File: config.mk
export PLATFORM = sky130hd
export DESIGN_NAME = serial_node_config_select
export DESIGN_NICKNAME = d
export VERILOG_FILES = /design/src/design/node_cfg_pkg.sv /design/src/design/rate_decode.sv /design/src/design/serial_node_config_select.sv
export VERILOG_INCLUDE_DIRS = /design/src /design/src/design
export SDC_FILE = /design/constraint.sdc
export NUM_CORES = 1
export LEC_CHECK = 0
export ABC_AREA = 1
export BUFFER_PORTS_ARGS = -buffer_cell sky130_fd_sc_hd__buf_2
export CAP_MARGIN = 20
export CORE_MARGIN = 2
export CORE_UTILIZATION = 49
export CTS_BUF_LIST = sky130_fd_sc_hd__clkbuf_2
export DETAILED_ROUTE_END_ITERATION = 10
export PLACE_DENSITY_LB_ADDON = 0.25
export REMOVE_ABC_BUFFERS = 1
export SETUP_SLACK_MARGIN = 0.05
export SLEW_MARGIN = 5
export SYNTH_ARGS = -nofsm -noshare
export SYNTH_HDL_FRONTEND = slang
export SYNTH_SLANG_ARGS = --single-unit
File: constraint.sdc
create_clock -name clk -period 1.5 [get_ports clk]
set_input_delay 0.075 -clock clk [delete_from_list [all_inputs] [get_ports clk]]
set_output_delay 0.075 -clock clk [all_outputs]
set_load 0.01 [all_outputs]
File: src/design/node_cfg_regs.svh
// Offsets, field positions, reset values and bit rates for the node configuration block.
// Assumes inclusion by bare name from the design modules, the checker and the bench.
`ifndef NODE_CFG_REGS_SVH
`define NODE_CFG_REGS_SVH

// Register byte offsets
`define REG_SWITCH_OFS 12'h000
`define REG_ACTIVE_OFS 12'h004
`define REG_NVM_OFS 12'h008
`define REG_CTRL_OFS 12'h00c
`define REG_STATUS_OFS 12'h010
`define REG_RATE_OFS 12'h014

// Switch field positions within the switch bank
`define SW_ADDR_LSB 0
`define SW_ADDR_MSB 5
`define SW_RATE_LSB 6
`define SW_RATE_MSB 7

// Field positions
`define ADDR_LSB 0
`define ADDR_MSB 5
`define RATE_LSB 8
`define RATE_MSB 9
`define CTRL_STO_DIS_BIT 0
`define STAT_LOADED_BIT 0
`define STAT_MULTI_BIT 1
`define STAT_STO_OK_BIT 2
`define STAT_RUN_BIT 3
`define STAT_ADDR_NVM_BIT 4
`define STAT_RATE_NVM_BIT 5

// Reset values
`define NVM_ADDR_RST 6'h01
`define NVM_RATE_RST 2'h1
`define CTRL_RST 1'h0

// Bit rates in bits per second for each nonzero rate code
`define RATE_CODE1_BPS 32'h00002580
`define RATE_CODE2_BPS 32'h00009600
`define RATE_CODE3_BPS 32'h0001c200

// Codes
`define ZERO_ADDR 6'h00
`define ZERO_RATE 2'h0

`endif

File: src/design/node_cfg_pkg.sv
// Types shared by the node configuration select block.
// Assumes the constants header sits beside it.
package node_cfg_pkg;

   // Resolved serial settings
   typedef struct packed {
      logic [5:0] node_addr;
      logic [1:0] rate_code;
   } serial_cfg_t;

   // Loader states, Gray coded along the path
   typedef enum logic [1:0] {
      ST_RESET = 2'b00,
      ST_FETCH = 2'b01,
      ST_LATCH = 2'b11,
      ST_HOLD = 2'b10
   } load_state_t;

endpackage

File: src/design/rate_decode.sv
// Maps a 2-bit rate code to a bit rate in bits per second.
// Assumes a nonzero code; code zero yields zero.
`timescale 1ns/100ps
`include "node_cfg_regs.svh"

module rate_decode (
   // Code in
   input wire logic [1:0] rate_code,
   // Rate out
   output logic [31:0] rate_bps
);

   // Code table
   assign rate_bps = (rate_code == 2'h1) ? `RATE_CODE1_BPS :
                     (rate_code == 2'h2) ? `RATE_CODE2_BPS :
                     (rate_code == 2'h3) ? `RATE_CODE3_BPS :
                     32'h00000000;

endmodule

File: src/design/serial_node_config_select.sv
// Serial node address and bit-rate selection from switches with stored fallback.
// Assumes synchronous switch, mode and safety inputs, and an APB master on clk.
`timescale 1ns/100ps
`include "node_cfg_regs.svh"

// Summary of operation
// - Switches 1-6 form node address, switch 1 LSB
// - Switches 7-8 form rate code, switch 7 LSB
// - Zero field selects stored value, independently
// - Codes 1,2,3 give 9.6, 38.4, 115.2 kbps
// - Switches apply only in multi-drop mode
// - Drive runs only if safety satisfied or disabled
module serial_node_config_select (
   // Clock, reset, enable
   input wire logic clk,
   input wire logic reset_n,
   input wire logic clk_en,
   // Hardware settings
   input wire logic [7:0] switch_in,
   input wire logic mode_select_n,
   input wire logic sto_in1,
   input wire logic sto_in2,
   // APB slave
   input wire logic psel,
   input wire logic penable,
   input wire logic pwrite,
   input wire logic [11:0] paddr,
   input wire logic [31:0] pwdata,
   output logic [31:0] prdata,
   output logic pready,
   output logic pslverr,
   // Resolved outputs
   output node_cfg_pkg::serial_cfg_t active_cfg,
   output logic [31:0] bit_rate_bps,
   output logic multi_drop,
   output logic cfg_loaded,
   output logic drive_enable
);

   // Loader state
   node_cfg_pkg::load_state_t state_reg, state_next;
   // Stored fallback values, writable by software
   logic [5:0] nvm_addr_reg;
   logic [1:0] nvm_rate_reg;
   // Switch snapshot
   // Taken once per reset, so later switch moves are ignored
   logic [7:0] switch_reg;
   // Snapshot of the mode strap
   logic multi_reg;
   // Software safety disable
   logic sto_dis_reg;
   // Resolved settings and their source
   node_cfg_pkg::serial_cfg_t cfg_reg, cfg_next;
   logic addr_nvm_reg, rate_nvm_reg;
   // Readback data flop
   logic [31:0] rdata_reg, rdata_next;
   // Decoded rate of the active code, flopped before it leaves
   logic [31:0] rate_bps;

   // Switch fields from the snapshot: on contributes a one
   // The zero test reads the snapshot too, so a switch moved during the load
   // cannot split the fallback decision from the value that is applied
   wire [5:0] sw_addr = switch_reg[`SW_ADDR_MSB:`SW_ADDR_LSB];
   wire [1:0] sw_rate = switch_reg[`SW_RATE_MSB:`SW_RATE_LSB];
   // Ground on the select pin means multi-drop
   wire multi_now = ~mode_select_n;
   wire use_nvm_addr = (sw_addr == `ZERO_ADDR) || !multi_reg;
   wire use_nvm_rate = (sw_rate == `ZERO_RATE) || !multi_reg;

   // Bus decode
   // Full-word address compares, so aliases of a register read as unmapped
   wire acc = psel && penable;
   wire wr = acc && pwrite;
   wire hit_switch = (paddr == `REG_SWITCH_OFS);
   wire hit_active = (paddr == `REG_ACTIVE_OFS);
   wire hit_nvm = (paddr == `REG_NVM_OFS);
   wire hit_ctrl = (paddr == `REG_CTRL_OFS);
   wire hit_status = (paddr == `REG_STATUS_OFS);
   wire hit_rate = (paddr == `REG_RATE_OFS);
   wire hit_any = hit_switch | hit_active | hit_nvm | hit_ctrl | hit_status | hit_rate;
   // Stored values change on any write; only writes before the latch are used
   wire nvm_wr = wr && hit_nvm;
   wire ctrl_wr = wr && hit_ctrl;
   // Safety gate: both inputs asserted, or feature disabled
   // An open or failed safety input reads low and stops the drive
   wire sto_ok = sto_in1 && sto_in2;
   wire run_ok = cfg_loaded && (sto_ok || sto_dis_reg);

   // Rate lookup
   // Pure table; code zero gives a zero rate
   rate_decode u_rate (
      .rate_code(cfg_reg.rate_code),
      .rate_bps(rate_bps)
   );

   // Loader sequencing: snapshot switches in fetch, resolve settings in latch, then hold
   // One pass per reset; only a reset leaves the hold state
   always_comb begin
      state_next = state_reg;
      case (state_reg)
         node_cfg_pkg::ST_RESET: state_next = node_cfg_pkg::ST_FETCH;
         node_cfg_pkg::ST_FETCH: state_next = node_cfg_pkg::ST_LATCH;
         node_cfg_pkg::ST_LATCH: state_next = node_cfg_pkg::ST_HOLD;
         default: state_next = node_cfg_pkg::ST_HOLD;
      endcase
   end

   // Resolution of each field on its own
   always_comb begin
      cfg_next = cfg_reg;
      // Only the latch state changes anything; elsewhere the value holds
      if (state_reg == node_cfg_pkg::ST_LATCH) begin
         // Zero field or point-to-point mode takes the stored value
         cfg_next.node_addr = use_nvm_addr ? nvm_addr_reg : sw_addr;
         cfg_next.rate_code = use_nvm_rate ? nvm_rate_reg : sw_rate;
      end
   end

   // Readback mux, decoded from the setup-cycle address
   // Flopping it costs a cycle of latency but keeps the access phase clean
   always_comb begin
      // Unmapped addresses and unused bits read zero
      rdata_next = 32'h00000000;
      if (hit_switch) begin
         rdata_next[`SW_RATE_MSB:`SW_ADDR_LSB] = switch_reg;
      end else if (hit_active) begin
         rdata_next[`ADDR_MSB:`ADDR_LSB] = cfg_reg.node_addr;
         rdata_next[`RATE_MSB:`RATE_LSB] = cfg_reg.rate_code;
      end else if (hit_nvm) begin
         rdata_next[`ADDR_MSB:`ADDR_LSB] = nvm_addr_reg;
         rdata_next[`RATE_MSB:`RATE_LSB] = nvm_rate_reg;
      end else if (hit_ctrl) begin
         rdata_next[`CTRL_STO_DIS_BIT] = sto_dis_reg;
      end else if (hit_status) begin
         rdata_next[`STAT_LOADED_BIT] = cfg_loaded;
         rdata_next[`STAT_MULTI_BIT] = multi_reg;
         rdata_next[`STAT_STO_OK_BIT] = sto_ok;
         rdata_next[`STAT_RUN_BIT] = drive_enable;
         rdata_next[`STAT_ADDR_NVM_BIT] = addr_nvm_reg;
         rdata_next[`STAT_RATE_NVM_BIT] = rate_nvm_reg;
      end else if (hit_rate) begin
         rdata_next = bit_rate_bps;
      end
   end

   // State and snapshots
   // Everything here freezes while the clock enable is low
   always_ff @(posedge clk or negedge reset_n) begin
      if (!reset_n) begin
         state_reg <= node_cfg_pkg::ST_RESET;
         switch_reg <= 8'h00;
         multi_reg <= 1'b0;
      end else if (clk_en) begin
         state_reg <= state_next;
         // Switches taken once, in the fetch state, one cycle before the latch state
         if (state_reg == node_cfg_pkg::ST_FETCH) begin
            switch_reg <= switch_in;
            multi_reg <= multi_now;
         end
      end
   end

   // Resolved settings, held until the next reset
   // Source flags record which fields fell back to the store
   always_ff @(posedge clk or negedge reset_n) begin
      if (!reset_n) begin
         cfg_reg <= '0;
         addr_nvm_reg <= 1'b0;
         rate_nvm_reg <= 1'b0;
         cfg_loaded <= 1'b0;
      end else if (clk_en) begin
         cfg_reg <= cfg_next;
         if (state_reg == node_cfg_pkg::ST_LATCH) begin
            addr_nvm_reg <= use_nvm_addr;
            rate_nvm_reg <= use_nvm_rate;
            cfg_loaded <= 1'b1;
         end
      end
   end

   // Software registers
   // The store is modelled as reset-valued registers, not true retention
   always_ff @(posedge clk or negedge reset_n) begin
      if (!reset_n) begin
         nvm_addr_reg <= `NVM_ADDR_RST;
         nvm_rate_reg <= `NVM_RATE_RST;
         sto_dis_reg <= `CTRL_RST;
      end else if (clk_en) begin
         // Only a write landing before the latch state is used at once;
         // later writes show on readback, and a reset restores the defaults
         if (nvm_wr) begin
            nvm_addr_reg <= pwdata[`ADDR_MSB:`ADDR_LSB];
            nvm_rate_reg <= pwdata[`RATE_MSB:`RATE_LSB];
         end
         if (ctrl_wr) begin
            sto_dis_reg <= pwdata[`CTRL_STO_DIS_BIT];
         end
      end
   end

   // Output flops
   // The rate trails the settings by one cycle, the drive gate its inputs
   always_ff @(posedge clk or negedge reset_n) begin
      if (!reset_n) begin
         rdata_reg <= 32'h00000000;
         bit_rate_bps <= 32'h00000000;
         drive_enable <= 1'b0;
      end else if (clk_en) begin
         rdata_reg <= rdata_next;
         bit_rate_bps <= rate_bps;
         drive_enable <= run_ok;
      end
   end

   // Bus answers: no wait states, since read data is flopped from setup
   // Writes to read-only registers are dropped without an error
   assign pready = acc;
   assign pslverr = acc && !hit_any;
   assign prdata = rdata_reg;
   assign active_cfg = cfg_reg;
   assign multi_drop = multi_reg;

endmodule

==> results of run 1 <==
==> worst min path at each step <==
stage / end / start / depth (start not counted) / slack (ns)
global route: prdata[12]$_DFFE_PN0P_ / reset_n / 2 / 0.07
finish: drive_enable$_DFFE_PN0P_ / sto_in2 / 5 / 0.03
global placement: prdata[12]$_DFFE_PN0P_ / reset_n / 1 / 0.04
floorplan: active_cfg[0]$_DFFE_PN0P_ / reset_n / 0 / -0.22
CTS: drive_enable$_DFFE_PN0P_ / sto_in2 / 5 / 0.03
detailed placement: prdata[12]$_DFFE_PN0P_ / reset_n / 1 / 0.05
==> placed cells by master (no fill, tap or decap), types with 2 or more instances in the layout <==
cell type	n
inv_1	24
dfstp_2	2
nor2_1	41
conb_1	39
nand3_1	26
nand2_1	93
nand4_1	3
nand2_4	4
nand2_2	6
nor2_4	2
a2bb2oi_1	2
buf_4	11
nor2_2	6
nand3_2	2
buf_2	74
mux2_2	4
a21oi_1	12
dfrtp_1	50
o21ai_0	24
clkinv_1	3
ha_1	3
clkbuf_2	5
dlygate4sd3_1	19
inv_2	4
==> power by group <==
part / switching, uW / internal (uW)
Clock: 443 / 271
Combinational: 221 / 150
Sequential: 34.5 / 1450
Total: 699 / 1870
==> critical path: cells and delay by family (launching register included) <==
kind / cells / cell delay [ns]
buf+inv: 2 / 0.16
compound gates: 4 / 0.57
flops: 1 / 0.47
==> per-layer routing <==
metal | vias up | GRT usage [%] | wire length [microns]
met5 | - | 0 | 0
met4 | 0 | 5.000 | 82
met3 | 8 | 3.913 | 414
met2 | 95 | 36.94 | 3378
met1 | 1232 | 26.63 | 2918
li1 | 1288 | - | -
==> kinds of logic (layout without fill, tap and decap cells) <==
family	after synthesis	after routing	synth area share, %
compound gates	41	41	7.555
fa+ha+maj	3	3	1.245
buf+inv	84	145	17.19
flops	52	52	43.25
mux	4	4	1.494
other cells	1	39	0.1244
simple gates	188	188	29.14
==> cell type report <==
cell class	count	area (sq um)	area share [%]
well taps	75	93.84	2.610
clock inverters	3	37.54	1.044
inverters	32	132.6	3.688
multi-input cells	275	1340	37.27
clock buffers	5	25.02	0.6959
flip-flops and latches	52	1304	36.26
repair buffers	105	663.1	18.44
==> what timing repair did <==
item                                    in CTS  in global routing
hold buffers                                19                  0
resized for setup                            0                  1
endpoints found under the hold margin       70                  0
endpoints found under the setup margin       0                  3
==> through the flow <==
| stage | power (uW) | worst slack [ns] | instance area, sq um | utilization, % |
|---|---|---|---|---|
| 2_1_floorplan | 1661 | 0.2505 | 2771 | - |
| 6_report | 2567 | 0.2367 | 3596 | 60.74 |
| 5_1_grt | 2682 | 0.09798 | 3596 | 60.74 |
| 3_5_place_dp | 1837 | 0.1755 | 3338 | 56.38 |
| 3_3_place_gp | 1830 | 0.2060 | 3338 | 56.38 |
| 4_1_cts | 2573 | 0.1280 | 3591 | 60.65 |
==> impl_metrics.env, run 1 <==
export IMPL_die_area_sq_um=6795
export IMPL_postCtsSetupRepairBufs=0
export IMPL_crit_chain="o21ai_0 > inv_1 > o21ai_0 > a21oi_1 > a21oi_1 > inv_1"
export IMPL_nFillCells=585
export IMPL_hold_path_class="input pin to flip-flop"
export IMPL_fp_dieH_microns=82.43
export IMPL_cp_start_kind="flip-flop"
export IMPL_post_synth_top_area_fraction_pct=41.51
export IMPL_ys_types=36
export IMPL_clk_latency_ns=0.44
export IMPL_rrSetupSlack_ns=0.24
export IMPL_r2r_cells=6
export IMPL_cp_slowest_stage_delay_ns=0.47
export IMPL_synth_area_per_cell_sq_um=8.081
export IMPL_fin_tns_setup_ns=0
export IMPL_fin_nets=535
export IMPL_grt_pass1_vias=2435
export IMPL_place_detailed_hpwl_microns=5210
export IMPL_worst_setup_path_type="flip-flop to flip-flop"
export IMPL_synth_commonest_cells="nand2_1, dfrtp_1, buf_4, nor2_1, nand3_1"
export IMPL_syn_to_final_growth_pct=19.30
export IMPL_cts_sinks=52
export IMPL_grt_max_degree=27
export IMPL_required_ns=1.88
export IMPL_grt_util_all_layers_pct=20.99
export IMPL_core_sq_um=5921
export IMPL_die_x_microns=82.43
export IMPL_n_antenna_cell=0
export IMPL_yosysWarnings=0
export IMPL_synth_area_sq_um=3014
export IMPL_r2r_end="active_cfg[1]$_DFFE_PN0P_"
export IMPL_powerDensity_nw_per_um2=713.8
export IMPL_cp_end_kind="flip-flop"
export IMPL_period_minus_slack_ns=1.263
export IMPL_yosys_top_cells_area="dfrtp_1, nand2_1, buf_4"
export IMPL_critPathSlowestCell="dfrtp_1"
export IMPL_wl_per_cell_microns=12.42
export IMPL_synthCells=373
export IMPL_p_leak_uw=0.002127
export IMPL_wirelength_microns=6794
export IMPL_cts_tree="built"
export IMPL_synth_top_flop_cell="dfrtp_1"
export IMPL_drt_iter0_markers=103
export IMPL_ir_drop_mv=0.4249
export IMPL_seq_area_frac_synth_pct=43.25
export IMPL_antenna_found_initial=0
export IMPL_start_util_pct=50.91
export IMPL_setup_viol=0
export IMPL_skew_ns=0.01857
export IMPL_setup_worst_path_start="switch_reg[6]$_DFFE_PN0P_"
export IMPL_critPathCapture="active_cfg[1]$_DFFE_PN0P_"
export IMPL_status="finished, final reports clean"
export IMPL_io_pins=138
export IMPL_drtAntennaViolNets=0
export IMPL_yosysMostFrequentCell="nand2_1"
export IMPL_num_rows=28
export IMPL_port_buffers=74
export IMPL_fin_crit_sh_pct=84.22
export IMPL_drive_gt1_share_pct=27.75
export IMPL_numCtsBuffers=5
export IMPL_cts_root_buf="clkbuf_2"
export IMPL_async_flop_share_pct=100.0
export IMPL_vias_per_cell=4.795
export IMPL_final_cells=547
export IMPL_hold_slack_ns=0.03491
export IMPL_clockBufferDepth=2
export IMPL_yosysTopAreaCell="dfrtp_1"
export IMPL_cp_max_fo=4
export IMPL_gr_total_overflow=0
export IMPL_largest_reg_flops=15
export IMPL_drv_slew=0
export IMPL_ys_ff_latch=52
export IMPL_num_vias=2623
export IMPL_clkTransAtPathRegs_ns=0.26
export IMPL_cp_arrival_ns=1.64
export IMPL_reg2reg_from="switch_reg[6]$_DFFE_PN0P_"
export IMPL_grt_pass1_wl_microns=10920
export IMPL_drv_cap=0
export IMPL_place_congestion=0.8611
export IMPL_fmax_ghz=0.7916
export IMPL_htree_levels=2
export IMPL_synth_edf_count=0
export IMPL_rsz0062_at_grt="no"
export IMPL_dp_cells=520
export IMPL_timing_final_hold_violations=0
export IMPL_drc=0
export IMPL_dr_pass1_iters=4
Power figures use the tool's default switching activity.
==> run 2: changes to the inputs <==
--- a/config.mk
+++ b/config.mk
@@ -10,7 +10,7 @@
 export BUFFER_PORTS_ARGS = -buffer_cell sky130_fd_sc_hd__buf_2
 export CAP_MARGIN = 20
 export CORE_MARGIN = 2
-export CORE_UTILIZATION = 49
+export CORE_UTILIZATION = 44
 export CTS_BUF_LIST = sky130_fd_sc_hd__clkbuf_2
 export DETAILED_ROUTE_END_ITERATION = 10
 export PLACE_DENSITY_LB_ADDON = 0.25
==> constraint.sdc (replaced) <==
create_clock -name clk -period 1.1 [get_ports clk]
set_input_delay 0.055 -clock clk [delete_from_list [all_inputs] [get_ports clk]]
set_output_delay 0.055 -clock clk [all_outputs]
set_load 0.01 [all_outputs]
==> run 2 against run 1 <==
The flow now finishes with violations (negative hold slack, negative setup slack). Clock power is 7.0% higher. Count of clock-buffer cells in the layout is 1 higher. Power is 32% higher. Flip-flop and latch count stayed put. Die area is 11% higher. Final cell count is 11% higher. Combinational power is 66% higher. Final area is 16% higher. Via count is 7.6% higher. Maximum frequency is 2.8% higher. Wire length is 10% higher. Largest power group unchanged.
==> impl_metrics.env, run 2 (synthesized netlist as in run 1, its figures left out) <==
export IMPL_skew_ns=0.03416
export IMPL_rsz0062_at_grt="yes"
export IMPL_drv_slew=0
export IMPL_drv_cap=0
export IMPL_grt_util_all_layers_pct=20.70
export IMPL_die_x_microns=86.77
export IMPL_fmax_ghz=0.8135
export IMPL_final_area_sq_um=4158
export IMPL_wirelength_microns=7496
export IMPL_io_pins=138
export IMPL_multi_input_area_sq_um=1420
export IMPL_drc=0
export IMPL_powerDensity_nw_per_um2=817.3
export IMPL_critPathSlowestCell="dfrtp_1"
export IMPL_hold_path_class="input pin to async pin"
export IMPL_drtAntennaViolNets=0
export IMPL_gr_total_overflow=0
export IMPL_place_congestion=0.8463
export IMPL_setup_slack_ns=-0.1292
export IMPL_r2r_end="switch_reg[6]$_DFFE_PN0P_"
export IMPL_final_common_cell="nand2_1"
export IMPL_violations="negative hold slack, negative setup slack"
export IMPL_period_minus_slack_ns=1.229
export IMPL_clkTransAtPathRegs_ns=0.24
export IMPL_core_sq_um=6719
export IMPL_fin_nets=588
export IMPL_cts_tree="built"
export IMPL_rrSetupSlack_ns=-0.13
export IMPL_final_cells=605
export IMPL_grt_max_degree=30
export IMPL_timing_final_hold_violations=6
export IMPL_num_rows=30
export IMPL_mostFrequentLayoutCells="nand2_1, buf_2, buf_4"
export IMPL_hold_slack_ns=-0.002655
export IMPL_worst_setup_path_type="flip-flop to flip-flop"
export IMPL_grt_pass1_wl_microns=12390
export IMPL_start_util_pct=44.86
export IMPL_status="complete, but fails checks"
export IMPL_cp_start_kind="flip-flop"
export IMPL_setup_viol=28
export IMPL_fin_tns_setup_ns=-1.656
export IMPL_r2r_cells=4
export IMPL_largest_reg_flops=15
export IMPL_num_vias=2822
export IMPL_fin_crit_sh_pct=111.7
export IMPL_seq_area_sq_um=1304
export IMPL_place_detailed_hpwl_microns=5342
export IMPL_ir_drop_mv=0.5128
export IMPL_cp_max_fo=9
export IMPL_dr_pass1_iters=4
export IMPL_dp_cells=548
export IMPL_cp_slowest_stage_delay_ns=0.44
export IMPL_cts_root_buf="clkbuf_2"
export IMPL_grt_pass1_vias=2700
export IMPL_reg2reg_from="state_reg[0]$_DFFE_PN0P_"
export IMPL_vias_per_cell=4.664
export IMPL_grtUsageMet3_pct=3.143
export IMPL_place_ws_ns=-0.1364
export IMPL_die_area_sq_um=7528
export IMPL_critical_path_top_delay_family="flip-flops"
export IMPL_cp_arrival_ns=1.59
export IMPL_wl_per_cell_microns=12.39
export IMPL_placed_area_sq_um=3555
export IMPL_htree_levels=2
export IMPL_cp_end_kind="flip-flop"
export IMPL_crit_chain="buf_4 > nand3_1 > buf_6 > mux2_2"
export IMPL_cp_num_buf_inv=2
export IMPL_n_antenna_cell=0
export IMPL_fp_dieH_microns=86.77
export IMPL_busiest_layer="met2"
export IMPL_drt_iter0_markers=129
export IMPL_clockBufferDepth=2
export IMPL_numCtsBuffers=5
export IMPL_use_met1_pct=26.24
export IMPL_clk_latency_ns=0.45
export IMPL_required_ns=1.46
export IMPL_antenna_found_initial=0
export IMPL_cts_sinks=52
export IMPL_nFillCells=629
export IMPL_syn_to_final_growth_pct=37.94
export IMPL_finalPower_uw=3398
export IMPL_drive_gt1_share_pct=39.81
export IMPL_use_met2_pct=36.92
export IMPL_p_leak_uw=0.002436
export IMPL_port_buffers=74
-- run 2: cell types whose count changed in the layout (fill, tap and decap cells not counted), sizes merged --
cell	before	now
clkinv	4	3
dlygate4sd3	19	18
buf	86	140
inv	30	29
bufinv	1	0
clkinvlp	0	2
clkbuf	5	6
-- run 2: final cells by class --
| cell class | count | area share, % |
|---|---|---|
| clock inverters | 2 | 0.3009 |
| clock buffers | 6 | 0.7222 |
| well taps | 80 | 2.407 |
| multi-input cells | 275 | 34.16 |
| flip-flops and latches | 52 | 31.36 |
| repair buffers | 158 | 27.78 |
| inverters | 32 | 3.280 |
-- run 2: power breakdown --
group	internal [uW]	leakage (uW)	switching, uW
clock	162	0.0000290	603
combinational	286	0.00174	330
sequential	1970	0.000666	46.2
total	2420	0.00244	979
-- run 2: timing repair --
item,CTS,global route
pin swaps,6,13
gates cloned,0,0
endpoints found under the setup margin,53,73
hold buffers,19,0
endpoints found under the hold margin,70,0
resized for setup,27,23
setup buffers,20,11
-- run 2: layer usage --
layer  routed length [microns]  share of wire (%)
met5                         0                  0
met3                       356                4.7
met4                       112                1.5
met1                      3130                 42
met2                      3896                 52
-- run 2: per-stage QoR --
stage | util [%] | hold WS [ns]
2_1_floorplan | - | -0.2406
3_3_place_gp | 52.91 | -0.04719
3_5_place_dp | 52.91 | -0.04085
4_1_cts | 59.57 | 0.01520
5_1_grt | 61.88 | 0.006554
6_report | 61.88 | -0.002655
-- run 2: how the worst max path moves through the flow --
stage	start	to	cells past startpoint
2_1_floorplan	state_reg[1]$_DFFE_PN0P_	switch_reg[0]$_DFFE_PN0P_	3
3_3_place_gp	paddr[7]	prdata[5]$_DFFE_PN0P_	9
3_5_place_dp	paddr[7]	prdata[5]$_DFFE_PN0P_	9
4_1_cts	state_reg[0]$_DFFE_PN0P_	active_cfg[0]$_DFFE_PN0P_	7
5_1_grt	state_reg[0]$_DFFE_PN0P_	active_cfg[0]$_DFFE_PN0P_	7
6_report	state_reg[0]$_DFFE_PN0P_	switch_reg[6]$_DFFE_PN0P_	4
-- run 2: worst reg2reg max path: stages, from the launching register on --
cell and delay (ns):
dfrtp_1 0.44, buf_4 0.14, nand3_1 0.09, buf_6 0.15, mux2_2 0.33
==> run 3: changes to the inputs <==
--- a/config.mk
+++ b/config.mk
@@ -9,6 +9,7 @@
 export ABC_AREA = 1
 export BUFFER_PORTS_ARGS = -buffer_cell sky130_fd_sc_hd__buf_2
 export CAP_MARGIN = 20
+export CORE_ASPECT_RATIO = 1.75
 export CORE_MARGIN = 2
 export CORE_UTILIZATION = 44
 export CTS_BUF_LIST = sky130_fd_sc_hd__clkbuf_2
==> run 3 against run 2 <==
Critical path depth decreased by 2. Sequential power about the same. Final area increased by 6.0%. Critical path type is now flip-flop to primary output. Highest routed layer unchanged. Clock skew is 0.0022 ns lower. Maximum frequency increased by 1.4%. Register-to-register slack better by 0.03 ns. Sequential share of layout area down 1.7 points. The run still ends with negative hold slack, negative setup slack left. Die area is 0.35% higher. Wire length grew 8.1%.
==> impl_metrics.env, run 3 (synthesized netlist as in run 1, its figures left out) <==
export IMPL_num_vias=2893
export IMPL_clk_latency_ns=0.48
export IMPL_place_detailed_hpwl_microns=5415
export IMPL_core_sq_um=6588
export IMPL_place_congestion=0.8954
export IMPL_hold_path_class="input pin to flip-flop"
export IMPL_drt_iter0_markers=121
export IMPL_htree_levels=2
export IMPL_antenna_found_initial=0
export IMPL_clockBufferDepth=2
export IMPL_gr_total_overflow=0
export IMPL_final_cells=622
export IMPL_numCtsBuffers=5
export IMPL_dp_cells=554
export IMPL_grt_pass1_vias=2781
export IMPL_nFillCells=551
export IMPL_io_pins=138
export IMPL_min_path_cells=3
export IMPL_period_minus_slack_ns=1.212
export IMPL_multi_input_area_sq_um=1494
export IMPL_drtAntennaViolNets=0
export IMPL_place_ws_ns=-0.1386
export IMPL_num_rows=39
export IMPL_powerDensity_nw_per_um2=850.3
export IMPL_drive_gt1_share_pct=42.96
export IMPL_grt_util_all_layers_pct=22.12
export IMPL_critical_path_top_delay_family="flip-flops"
export IMPL_violations="negative hold slack, negative setup slack"
export IMPL_worst_setup_path_type="flip-flop to primary output"
export IMPL_cp_end_kind="primary output"
export IMPL_cts_root_buf="clkbuf_2"
export IMPL_crit_chain="buf_6 > buf_6"
export IMPL_fp_dieH_microns=113.5
export IMPL_drv_slew=0
export IMPL_die_area_sq_um=7554
export IMPL_p_leak_uw=0.002522
export IMPL_setup_slack_ns=-0.1123
export IMPL_cp_num_buf_inv=2
export IMPL_critPathSlowestCell="dfrtp_1"
export IMPL_critPathMostFrequentCell="buf_6"
export IMPL_reg2reg_from="state_reg[0]$_DFFE_PN0P_"
export IMPL_rrSetupSlack_ns=-0.10
export IMPL_cp_start_kind="flip-flop"
export IMPL_drc=0
export IMPL_setup_viol=48
export IMPL_die_x_microns=66.57
export IMPL_start_util_pct=45.75
export IMPL_grt_pass1_wl_microns=12730
export IMPL_cp_max_fo=2
export IMPL_cp_slowest_stage_delay_ns=0.46
export IMPL_drv_cap=0
export IMPL_rsz0062_at_grt="yes"
export IMPL_final_common_cell="nand2_1"
export IMPL_grt_max_degree=48
export IMPL_cts_tree="built"
export IMPL_r2r_cells=6
export IMPL_fin_nets=603
export IMPL_syn_to_final_growth_pct=46.20
export IMPL_ir_drop_mv=0.7203
export IMPL_vias_per_cell=4.651
export IMPL_required_ns=1.04
export IMPL_dr_pass1_iters=4
export IMPL_min_from="clk_en"
export IMPL_hold_slack_ns=-0.07302
export IMPL_seq_area_sq_um=1305
export IMPL_ctsHoldBuffers=22
export IMPL_port_buffers=74
export IMPL_wl_per_cell_microns=13.02
export IMPL_cts_sinks=52
export IMPL_fin_util_pct=66.89
export IMPL_fin_tns_setup_ns=-2.274
export IMPL_mostFrequentLayoutCells="nand2_1, buf_2, buf_4"
export IMPL_wirelength_microns=8101
export IMPL_status="complete, but fails checks"
export IMPL_final_area_sq_um=4407
export IMPL_r2r_end="active_cfg[3]$_DFFE_PN0P_"
export IMPL_n_antenna_cell=0
export IMPL_timing_final_hold_violations=5
export IMPL_placed_area_sq_um=3575
export IMPL_fmax_ghz=0.8249
export IMPL_cp_arrival_ns=1.16
export IMPL_fin_crit_sh_pct=110.2
export IMPL_clkTransAtPathRegs_ns=0.28
export IMPL_skew_ns=0.03200
export IMPL_hold_end="prdata[0]$_DFFE_PN0P_"
export IMPL_largest_reg_flops=15
==> run 3: layout make-up <==
cell class / instances / area share [%]
Tap cell: 82 / 2.328
Timing Repair Buffer: 173 / 29.36
Clock inverter: 3 / 1.051
Inverter: 32 / 3.180
Clock buffer: 5 / 0.5679
Multi-Input combinational cell: 275 / 33.90
Sequential cell: 52 / 29.61
==> run 3: worst register-to-register path: cells and delay by family (launching register included) <==
| kind | cells | cell delay (ns) |
|---|---|---|
| flip-flops | 1 | 0.45 |
| AND/OR/NAND/NOR | 3 | 0.35 |
| buffers and inverters | 2 | 0.25 |
| AO/OA/AOI/OAI | 1 | 0.06 |
==> run 3: worst max-delay path by stage <==
| stage | startpoint | endpoint | slack (ns) | depth (start not counted) |
|---|---|---|---|---|
| after detailed placement | paddr[7] | prdata[2]$_DFFE_PN0P_ | -0.14 | 9 |
| after global routing | multi_drop$_DFFE_PN0P_ | multi_drop | -0.19 | 2 |
| after CTS | multi_drop$_DFFE_PN0P_ | multi_drop | -0.13 | 2 |
| after global placement | paddr[7] | prdata[5]$_DFFE_PN0P_ | -0.13 | 9 |
| final | multi_drop$_DFFE_PN0P_ | multi_drop | -0.11 | 2 |
| after floorplan | state_reg[1]$_DFFE_PN0P_ | switch_reg[0]$_DFFE_PN0P_ | -0.15 | 3 |
==> run 3: through the flow <==
step	total power, uW	hold WS [ns]
2_1_floorplan	2265	-0.2406
3_3_place_gp	2535	-0.1084
3_5_place_dp	2540	-0.1069
4_1_cts	3737	-0.1131
5_1_grt	3941	-0.1097
6_report	3747	-0.07302
==> run 3: repair_timing <==
item	in CTS	in global routing
pin swaps	16	10
buffers inserted	26	13
endpoints found under the setup margin	58	62
hold endpoints to repair	77	5
cloned	1	0
resized for setup	64	22
==> run 3: metal layers <==
metal	wire, microns	part of all wire (%)	vias up	GRT usage [%]
met4	229	2.8	0	8.299
li1	-	-	1431	-
met1	3015	37	1335	24.50
met3	388	4.8	18	4.142
met2	4467	55	109	40.60
met5	0	0	-	0
==> run 3: power by group <==
part | internal (uW) | switching (uW) | total [uW]
combinational | 320 | 355 | 675
sequential | 1970 | 45.6 | 2020
clock | 390 | 664 | 1050
